[src/liu_cfg_pkg.sv]
// Package for the global, termination and jitter configuration bank.
// Assumes a single 10 MHz clock domain and an Avalon-MM register slave.
`default_nettype none

package liu_cfg_pkg;

  // ==========================================================================
  // Register offsets (byte addresses = 4 x index)
  localparam logic [7:0] IDX_SOFT_RESET = 8'h01;
  localparam logic [7:0] IDX_TERM_CH1   = 8'h02;
  localparam logic [7:0] IDX_JITTER_CH1 = 8'h03;
  localparam logic [7:0] IDX_GLOBAL     = 8'h20;
  localparam logic [7:0] IDX_IRQ_SRC    = 8'h21;
  localparam logic [7:0] IDX_TERM_CH2   = 8'h22;
  localparam logic [7:0] IDX_JITTER_CH2 = 8'h23;
  // Channel 2 registers sit this far above channel 1
  localparam logic [7:0] CH2_STRIDE     = 8'h20;

  // ==========================================================================
  // Reset values
  localparam logic [7:0] GLOBAL_RST = 8'h04;
  localparam logic [7:0] TERM_RST   = 8'h00;
  localparam logic [7:0] JITTER_RST = 8'h20;

  // Writable bits; reserved bits read zero
  localparam logic [7:0] GLOBAL_MASK = 8'hdf;
  localparam logic [7:0] TERM_MASK   = 8'h3f;
  localparam logic [7:0] JITTER_MASK = 8'h3f;

  // ==========================================================================
  // Field positions
  localparam int GC_STD_BIT  = 4;
  localparam int GC_COPY_BIT = 3;
  localparam int GC_IRQD_BIT = 2;

  // Settling time after a line standard change
  localparam int STD_SETTLE_US = 50;
  localparam int CLK_MHZ       = 10;
  localparam int STD_SETTLE_CYC = STD_SETTLE_US * CLK_MHZ;

  typedef enum logic [1:0] {
    TERM_75, TERM_120, TERM_100, TERM_110
  } term_int_t;

  typedef enum logic [1:0] {
    JA_OFF, JA_TX, JA_RX
  } ja_place_t;

  typedef enum logic [1:0] {
    IRQ_OD_LOW, IRQ_PP_LOW, IRQ_PP_HIGH
  } irq_style_t;

  // Decoded per-channel settings for the analog and jitter paths
  typedef struct packed {
    logic       tx_term_ext;
    term_int_t  tx_term;
    logic       rx_term_ext;
    term_int_t  rx_term;
    logic       jitter_limit_mode;
    ja_place_t  ja_place;
    logic [7:0] ja_depth_bits;
    logic       ja_corner_low;
  } chan_cfg_t;

endpackage

`default_nettype wire

[src/liu_global_term_jitter_cfg.sv]
// Global, termination and jitter configuration registers of a dual line unit.
// Assumes an Avalon-MM master on clk and a separate interrupt aggregator.
//
// Design decision made here: the Avalon-MM register port.
`default_nettype none

module liu_global_term_jitter_cfg (
  input  wire logic                    clk,
  input  wire logic                    rst_n,
  input  wire logic [9:0]              avs_address,
  input  wire logic                    avs_read,
  input  wire logic                    avs_write,
  input  wire logic [31:0]             avs_writedata,
  input  wire logic [3:0]              avs_byteenable,
  output logic [31:0]                  avs_readdata,
  output logic                         avs_waitrequest,
  output logic [1:0]                   avs_response,
  input  wire logic [1:0]              chan_irq,
  input  wire logic                    driver_ready,
  output logic                         irq_pin_o,
  output logic                         irq_pin_oe_n,
  output logic                         soft_reset_pulse,
  output logic                         drivers_hiz,
  output logic                         std_t1,
  output logic [1:0]                   monitor_path_select,
  output logic                         broadcast_en,
  output logic                         std_settling,
  output liu_cfg_pkg::chan_cfg_t       ch1_cfg,
  output liu_cfg_pkg::chan_cfg_t       ch2_cfg
);

  // ==========================================================================
  // Register storage
  logic [7:0] global_config_reg;
  logic [7:0] term_reg [2];
  logic [7:0] jitter_reg [2];
  logic       resp_reg;
  logic [31:0] rdata_reg;
  logic [1:0] irq_sync1_reg;
  logic [1:0] irq_sync2_reg;
  logic       hiz_reg;
  logic [9:0] settle_reg;

  // ==========================================================================
  // Address decode
  wire [7:0] idx        = avs_address[9:2];
  wire       wr_lane0   = avs_write & avs_byteenable[0];
  wire       hit_rst    = (idx == liu_cfg_pkg::IDX_SOFT_RESET);
  wire       hit_glb    = (idx == liu_cfg_pkg::IDX_GLOBAL);
  wire       hit_src    = (idx == liu_cfg_pkg::IDX_IRQ_SRC);
  wire       hit_t1     = (idx == liu_cfg_pkg::IDX_TERM_CH1);
  wire       hit_j1     = (idx == liu_cfg_pkg::IDX_JITTER_CH1);
  wire       hit_t2     = (idx == liu_cfg_pkg::IDX_TERM_CH2);
  wire       hit_j2     = (idx == liu_cfg_pkg::IDX_JITTER_CH2);
  wire       copy_on    = global_config_reg[liu_cfg_pkg::GC_COPY_BIT];
  wire       soft_rst   = avs_write & hit_rst & ~avs_waitrequest;
  wire       std_change = wr_lane0 & hit_glb & ~avs_waitrequest &
                          (avs_writedata[liu_cfg_pkg::GC_STD_BIT] !=
                           global_config_reg[liu_cfg_pkg::GC_STD_BIT]);
  wire [7:0] wbyte      = avs_writedata[7:0];
  wire       do_wr      = wr_lane0 & ~avs_waitrequest;

  // Broadcast copies a write on one channel into the other
  wire term_wr1 = do_wr & (hit_t1 | (hit_t2 & copy_on));
  wire term_wr2 = do_wr & (hit_t2 | (hit_t1 & copy_on));
  wire jit_wr1  = do_wr & (hit_j1 | (hit_j2 & copy_on));
  wire jit_wr2  = do_wr & (hit_j2 | (hit_j1 & copy_on));

  // One cycle of wait per access gives registered read data
  assign avs_waitrequest = (avs_read | avs_write) & ~resp_reg;
  assign avs_response    = 2'h0;
  assign avs_readdata    = rdata_reg;

  // ==========================================================================
  // Read mux
  wire [1:0] irq_src_flags = ~irq_sync2_reg;
  wire [7:0] rd_byte =
    hit_glb ? global_config_reg :
    hit_src ? {6'h00, irq_src_flags} :
    hit_t1  ? term_reg[0] :
    hit_t2  ? term_reg[1] :
    hit_j1  ? jitter_reg[0] :
    hit_j2  ? jitter_reg[1] : 8'h00;

  always_ff @(posedge clk or negedge rst_n) begin
    if (!rst_n) begin
      resp_reg  <= 1'b0;
      rdata_reg <= 32'h0000_0000;
    end else begin
      resp_reg  <= (avs_read | avs_write) & ~resp_reg;
      rdata_reg <= (avs_read & ~resp_reg) ? {24'h00_0000, rd_byte} : 32'h0000_0000;
    end
  end

  // ==========================================================================
  // Configuration registers
  always_ff @(posedge clk or negedge rst_n) begin
    if (!rst_n) begin
      global_config_reg <= liu_cfg_pkg::GLOBAL_RST;
    end else if (soft_rst) begin
      // Standard select survives the soft reset
      global_config_reg <= liu_cfg_pkg::GLOBAL_RST |
        {3'h0, global_config_reg[liu_cfg_pkg::GC_STD_BIT], 4'h0};
    end else if (do_wr & hit_glb) begin
      global_config_reg <= wbyte & liu_cfg_pkg::GLOBAL_MASK;
    end
  end

  always_ff @(posedge clk or negedge rst_n) begin
    if (!rst_n) begin
      term_reg[0]   <= liu_cfg_pkg::TERM_RST;
      term_reg[1]   <= liu_cfg_pkg::TERM_RST;
      jitter_reg[0] <= liu_cfg_pkg::JITTER_RST;
      jitter_reg[1] <= liu_cfg_pkg::JITTER_RST;
    end else if (soft_rst) begin
      term_reg[0]   <= liu_cfg_pkg::TERM_RST;
      term_reg[1]   <= liu_cfg_pkg::TERM_RST;
      jitter_reg[0] <= liu_cfg_pkg::JITTER_RST;
      jitter_reg[1] <= liu_cfg_pkg::JITTER_RST;
    end else begin
      if (term_wr1) term_reg[0] <= wbyte & liu_cfg_pkg::TERM_MASK;
      if (term_wr2) term_reg[1] <= wbyte & liu_cfg_pkg::TERM_MASK;
      if (jit_wr1) jitter_reg[0] <= wbyte & liu_cfg_pkg::JITTER_MASK;
      if (jit_wr2) jitter_reg[1] <= wbyte & liu_cfg_pkg::JITTER_MASK;
    end
  end

  // ==========================================================================
  // Driver high impedance: set by any reset, released when the line side is ready
  always_ff @(posedge clk or negedge rst_n) begin
    if (!rst_n) begin
      hiz_reg <= 1'b1;
    end else if (soft_rst) begin
      hiz_reg <= 1'b1;
    end else if (driver_ready) begin
      hiz_reg <= 1'b0;
    end
  end
  assign drivers_hiz = hiz_reg;

  // Settling flag only informs software; the host must itself honour the wait
  always_ff @(posedge clk or negedge rst_n) begin
    if (!rst_n) begin
      settle_reg <= 10'h000;
    end else if (std_change) begin
      settle_reg <= 10'(liu_cfg_pkg::STD_SETTLE_CYC);
    end else if (settle_reg != 10'h000) begin
      settle_reg <= settle_reg - 10'h001;
    end
  end
  assign std_settling = (settle_reg != 10'h000);

  // ==========================================================================
  // Interrupt pin
  always_ff @(posedge clk or negedge rst_n) begin
    if (!rst_n) begin
      irq_sync1_reg <= 2'h0;
      irq_sync2_reg <= 2'h0;
    end else begin
      irq_sync1_reg <= chan_irq;
      irq_sync2_reg <= irq_sync1_reg;
    end
  end

  wire irq_active = (|irq_sync2_reg) & ~global_config_reg[liu_cfg_pkg::GC_IRQD_BIT];
  wire pin_pp     = global_config_reg[0];
  wire pin_high   = global_config_reg[1] & global_config_reg[0];
  // Open drain only pulls low; the enable is active low
  assign irq_pin_o    = pin_pp ? (pin_high ? irq_active : ~irq_active) : 1'b0;
  assign irq_pin_oe_n = pin_pp ? 1'b0 : ~irq_active;

  // ==========================================================================
  // Decoded outputs
  assign soft_reset_pulse    = soft_rst;
  assign std_t1              = global_config_reg[liu_cfg_pkg::GC_STD_BIT];
  assign monitor_path_select = global_config_reg[7:6];
  assign broadcast_en        = copy_on;

  function automatic liu_cfg_pkg::chan_cfg_t decode(input logic [7:0] t, input logic [7:0] j,
                                                    input logic t1);
    liu_cfg_pkg::chan_cfg_t c;
    c.tx_term_ext   = t[5] & ~t1;
    c.tx_term       = liu_cfg_pkg::term_int_t'(t[4:3]);
    c.rx_term_ext   = t[2];
    c.rx_term       = liu_cfg_pkg::term_int_t'(t[1:0]);
    c.jitter_limit_mode      = j[5];
    c.ja_place      = (j[3] == 1'b0) ? liu_cfg_pkg::JA_OFF :
                      (j[4] ? liu_cfg_pkg::JA_RX : liu_cfg_pkg::JA_TX);
    c.ja_depth_bits = j[2] ? 8'h20 : (j[1] ? 8'h40 : 8'h80);
    c.ja_corner_low = j[0];
    return c;
  endfunction

  assign ch1_cfg = decode(term_reg[0], jitter_reg[0], std_t1);
  assign ch2_cfg = decode(term_reg[1], jitter_reg[1], std_t1);
endmodule

`default_nettype wire

[config.mk]
export PLATFORM = sky130hd
export DESIGN_NAME = liu_global_term_jitter_cfg
export DESIGN_NICKNAME = d
export VERILOG_FILES = /design/src/liu_cfg_pkg.sv /design/src/liu_global_term_jitter_cfg.sv
export SDC_FILE = /design/constraint.sdc
export NUM_CORES = 1
export LEC_CHECK = 0
export BUFFER_PORTS_ARGS = -buffer_cell sky130_fd_sc_hd__buf_2
export CAP_MARGIN = 20
export CORE_UTILIZATION = 45
export CTS_BUF_LIST = sky130_fd_sc_hd__clkbuf_4
export CTS_CLUSTER_SIZE = 12
export DETAILED_ROUTE_END_ITERATION = 10
export GPL_TIMING_DRIVEN = 0
export PLACE_DENSITY = 0.81
export REMOVE_ABC_BUFFERS = 1
export SLEW_MARGIN = 25
export SYNTH_ARGS = -nofsm -noshare
export SYNTH_HDL_FRONTEND = slang
export SYNTH_SLANG_ARGS = --single-unit
[constraint.sdc]
create_clock -name clk -period 2.9 [get_ports clk]
set_clock_uncertainty 0.05 [all_clocks]
set_input_delay 0.87 -clock clk [delete_from_list [all_inputs] [get_ports clk]]
set_output_delay 0.87 -clock clk [all_outputs]
set_load 0.03 [all_outputs]
# --- Word level (Yosys, flattened, before mapping) ---
# Index checks and enable logic that the tools add are counted.
totals:
  reg_bits: 64
  in_bits: 53
  output_inout_bits: 80
  elab_cells: 95
op_classes:
  n_addsub: 1
  eq_ne: 8
  muxes: 30
  bitwise: 34
  reduce_logical: 10
op_table:
  columns: ["cell", "n"]
  rows:
  - ["$mux 8", 17]
  - ["$eq 8x6->1 const B", 4]
  - ["$mux 16", 2]
  - ["$and 1x1->1", 22]
  - ["$mux 10", 2]
  - ["$eq 8x2->1 const B", 2]
  - ["$reduce_bool 2->1", 7]
  - ["$reduce_bool 10->1", 1]
  - ["$sub 10x1->10 const B", 1]
  - ["$eq 8x1->1 const B", 1]
  - ["$mux 2", 4]
  - ["$not 1->1", 6]
  - ["$mux 1", 5]
  - ["$or 1x1->1", 5]
  - ["$not 2->2", 1]
  - ["$reduce_and 2->1", 1]
  - ["$reduce_or 2->1", 1]
  - ["$ne 1x1->1", 1]

# --- Logic depth before layout (Yosys ltp) ---
logic_depth:
  depth_word: 8
  ltp_mapped: 6
  mapped_depth_nobuf: 6

# --- Worst setup path before layout ---
# Ideal clock, no wire load.
synth_timing:
  path_kind: "input to output"
  start: "in avs_address[9]"
  end: "out soft_reset_pulse"
  arrival_time_ns: 2.311
  t_required_ns: 1.980
  setup_slack_ns: -0.331
  path_stages: 3
  path_buffers: 1
  cell_sequence: "or3_1 -> nor4_1 -> clkbuf_1"
synth_via:
  elab_chain_len: 3
synth_lines:
  columns: ["item", "line_no", "text"]
  rows:
  - ["from (decl)", "liu_global_term_jitter_cfg.sv:10", "input wire logic [9:0] avs_address,"]
  - ["$eq 8x1->1", "liu_global_term_jitter_cfg.sv:48", "wire hit_rst = (idx == liu_cfg_pkg::IDX_SOFT_RESET);"]
  - ["$and 1x1->1 (2 in series)", "liu_global_term_jitter_cfg.sv:56", "wire soft_rst = avs_write & hit_rst & ~avs_waitrequest;"]
  - ["to (decl)", "liu_global_term_jitter_cfg.sv:22", "output logic soft_reset_pulse,"]
# Every way passes these cells.

# --- Worst setup path in the final report ---
layout_timing:
  start: "in avs_address[8]"
  end: "out soft_reset_pulse"
# The elaborated chain is that of the path after synthesis.

==> summary.md <==
| Metric | Value |
|---|---|
| Status | `finished, final reports clean` |
| Drt drc | `0` |
| Fmax achieved | `0.347 GHz` |
| Num Clock Sinks | `55` |
| Min-Delay Path Class | `reg2reg` |
| Syn avg cell area | `9.83 um^2` |
| Crit path kind | `in2out` |
| Slowest CP cell | `or3_4` |
| Largest register FFs | `10` |
| Die H | `86.4 um` |
| Startpoint types | `input pin` |
| Die X | `86.4 um` |
| Peak supply drop | `167 uV` |
| Crit-path max FO | `2` |
| R2R Path End | `settle_reg[8]$_DFFE_PN0P_` |
| Share of the synthesized area in the top cell type | `39.8%` |
| DR iter-0 viols | `167` |
| First-pass GRT wire length | `11,000 um` |
| Hold Vio Cnt, Final | `0` |
| Cells after synthesis | `326` |
| Initial Utilization | `46.9%` |
| Max incr delay on CP | `0.41 ns` |
| Post-layout util | `51.5%` |
| Drt via density | `5.06` |
| Non-filler instance count after layout | `479` |
| RSZ-0062 raised after global routing | `true` |
| Worst R2R Setup Slack | `0.86 ns` |
| Largest net degree at the start of global routing | `56` |
| Max-slew violations | `0` |
| YS warnings | `0` |
| ANT cells | `0` |
| Fraction of registers with async set/reset | `100%` |
| Fraction of layout cells with a size suffix above 1 | `27.2%` |
| Crit-path cells | `buf_6 > or3_4 > nor4_4 > buf_4 > buf_6` |
| Synth area leader | `dfrtp_1` |
| Setup_tns | `0 ns` |
| Endpoints failing setup | `0` |
| Pwr/cell area | `442 mW/mm^2` |
| Global placement routability congestion | `0.800` |
| Worst r2r src | `settle_reg[0]$_DFFE_PN0P_` |
| Clock root buffer | `clkbuf_4` |
| Pwr Total | `1.56 mW` |
| Top cells by area, synth | `dfrtp_1, buf_4, mux2i_1, nor2_1, dfstp_2` |
| Initial antenna violation count | `0` |
| Hold path startpoint | `irq_sync1_reg[0]$_DFF_PN0_` |
| Clk slew on worst S/H paths | `0.18 ns` |
| CP most frequent cell | `buf_6` |
| Hold Path Sink | `irq_sync2_reg[0]$_DFF_PN0_` |
| Post-synth cell types | `47` |
| Crit path arrival time | `1.97 ns` |
| Final period utilization | `99.5%` |
| Leakage power | `1.83 nW` |
| Slew @ Worst Pin | `0.682 ns` |
| Mapped Area | `0.00320 mm^2` |
| Routed Antenna Nets | `0` |
| Clock latency on the worst-skew pair | `0.39 ns` |
| Avg WL per Cell | `14.4 um` |
| Post-synth EDFFs | `0` |
| Slew Limit Headroom | `54.5%` |
| Die area | `0.00746 mm^2` |
| First drt pass iteration count | `4` |
| IO Count | `133` |
| Nets | `437` |
| H-tree Lvls | `2` |
| Hold Path Cell Cnt | `0` |
| Max-cap violations | `0` |
| Num CTS Buffers | `5` |
| Worst Path Required | `1.98 ns` |
| Number of global-route vias before repair | `2,210` |
| DR vias | `2,424` |
| Yosys reg bits | `55` |
| # port buffers | `67` |
| Worst Setup End Kind | `output port` |
| Gr usage total | `19.2%` |
| Rows | `30` |
| Core box area | `0.00683 mm^2` |
| Area grow syn2layout | `9.80%` |
| Period minus WS final | `2.89 ns` |
| Max Root-Sink Buffers | `2` |
| Sequential share of the synthesized area | `43.1%` |
| CTS tree | `yes` |
| Placed insts | `465` |
| Most used DFF post-synth | `dfrtp_1` |
| WL final | `6880 um` |
| Congestion Overflow GR | `0` |
| Reg2reg path depth | `6` |
| Post-DP HPWL | `5120 um` |
[timing repair]
item / CTS / global route
hold buffers: 0 / 0
buffers inserted: 3 / 3
endpoints found under the setup margin: 1 / 2
pin swaps: 2 / 3
resized for setup: 3 / 4
[cell usage in the layout (no fill, tap or decap), types with 6 or more instances in the layout]
| cell | count |
|---|---|
| a21oi_1 | 12 |
| a22o_1 | 8 |
| buf_2 | 64 |
| buf_4 | 9 |
| clkbuf_4 | 6 |
| conb_1 | 36 |
| dfrtp_1 | 51 |
| inv_1 | 8 |
| mux2i_1 | 27 |
| nand2_1 | 9 |
| nand2b_1 | 12 |
| nor2_1 | 46 |
| nor2_2 | 6 |
| nor2b_1 | 9 |
[through the flow]
stage | hold WS, ns | area [um^2] | setup WS [ns]
5_1_grt | 0.349 | 3520 | -0.0220
3_3_place_gp | 0.282 | 3340 | -4.25
3_5_place_dp | 0.285 | 3380 | -0.748
6_report | 0.322 | 3520 | 0.0150
2_1_floorplan | 0.281 | 2890 | -2.91
4_1_cts | 0.323 | 3480 | 0.0389
[report_power, final]
| group | internal, mW | total (mW) | switching, mW |
|---|---|---|---|
| Combinational | 0.105 | 0.313 | 0.208 |
| Sequential | 0.823 | 0.885 | 0.0624 |
| Clock | 0.0977 | 0.358 | 0.260 |
[Yosys cell counts (all sizes together) (2+ instances only)]
| master | number |
|---|---|
| a211o | 2 |
| a211oi | 5 |
| a21oi | 12 |
| a22o | 8 |
| and2 | 5 |
| and3 | 4 |
| buf | 57 |
| clkbuf | 6 |
| dfrtp | 51 |
| dfstp | 4 |
| ha | 2 |
| inv | 8 |
| mux2i | 27 |
| nand2 | 9 |
| nand2b | 12 |
| nand3 | 3 |
| nand4b | 3 |
| nor2 | 52 |
| nor2b | 9 |
| nor3 | 5 |
| nor4 | 7 |
| o21ai | 4 |
| o2bb2ai | 3 |
| o31ai | 2 |
| or2 | 2 |
| or3 | 2 |
| or4 | 4 |
| or4b | 3 |
| xnor2 | 4 |
[worst max path at each step]
stage | startpoint | cells after the start | slack [ns] | endpoint
finish | avs_address[8] | 5 | 0.01 | soft_reset_pulse
global route | avs_address[8] | 5 | -0.02 | soft_reset_pulse
CTS | avs_address[6] | 5 | 0.04 | soft_reset_pulse
detailed placement | avs_address[9] | 5 | -0.75 | soft_reset_pulse
global placement | avs_address[9] | 4 | -4.25 | soft_reset_pulse
floorplan | avs_address[9] | 2 | -2.91 | soft_reset_pulse
[per-layer routing]
layer / vias up / global-route usage (%) / part of all wire, %
met4: 0 / 6.97 / 1.2
met2: 90 / 30.0 / 47
met1: 1179 / 26.8 / 45
met5: - / 0 / 0
met3: 10 / 3.43 / 6.5
li1: 1145 / - / -
[cell families (layout without fill, tap and decap cells)]
kind of cell | Yosys count | after routing | share of synthesized area [%]
compound gates | 41 | 41 | 9.02
xor+xnor | 4 | 4 | 1.09
fa+ha+maj | 2 | 2 | 0.781
buf+inv | 71 | 93 | 15.0
flops | 55 | 55 | 43.1
mux | 28 | 28 | 8.79
other cells | 1 | 36 | 0.117
simple gates | 124 | 124 | 22.1
[critical path: cells and delay by family]
kind	cells	cell delay (ns)
buffers and inverters	3	0.38
and+or+nand+nor	2	0.70
[layout make-up]
cell class                 instances  area [um^2]
clock buffer                       5         37.5
clock inverter                     3         25.0
fill                             621         3310
inverter                           8         30.0
multi-input combinational        235         1500
sequential                        55         1380
tap                               96          120
timing repair buffer              77          429
(Power assumes the default switching activity.)
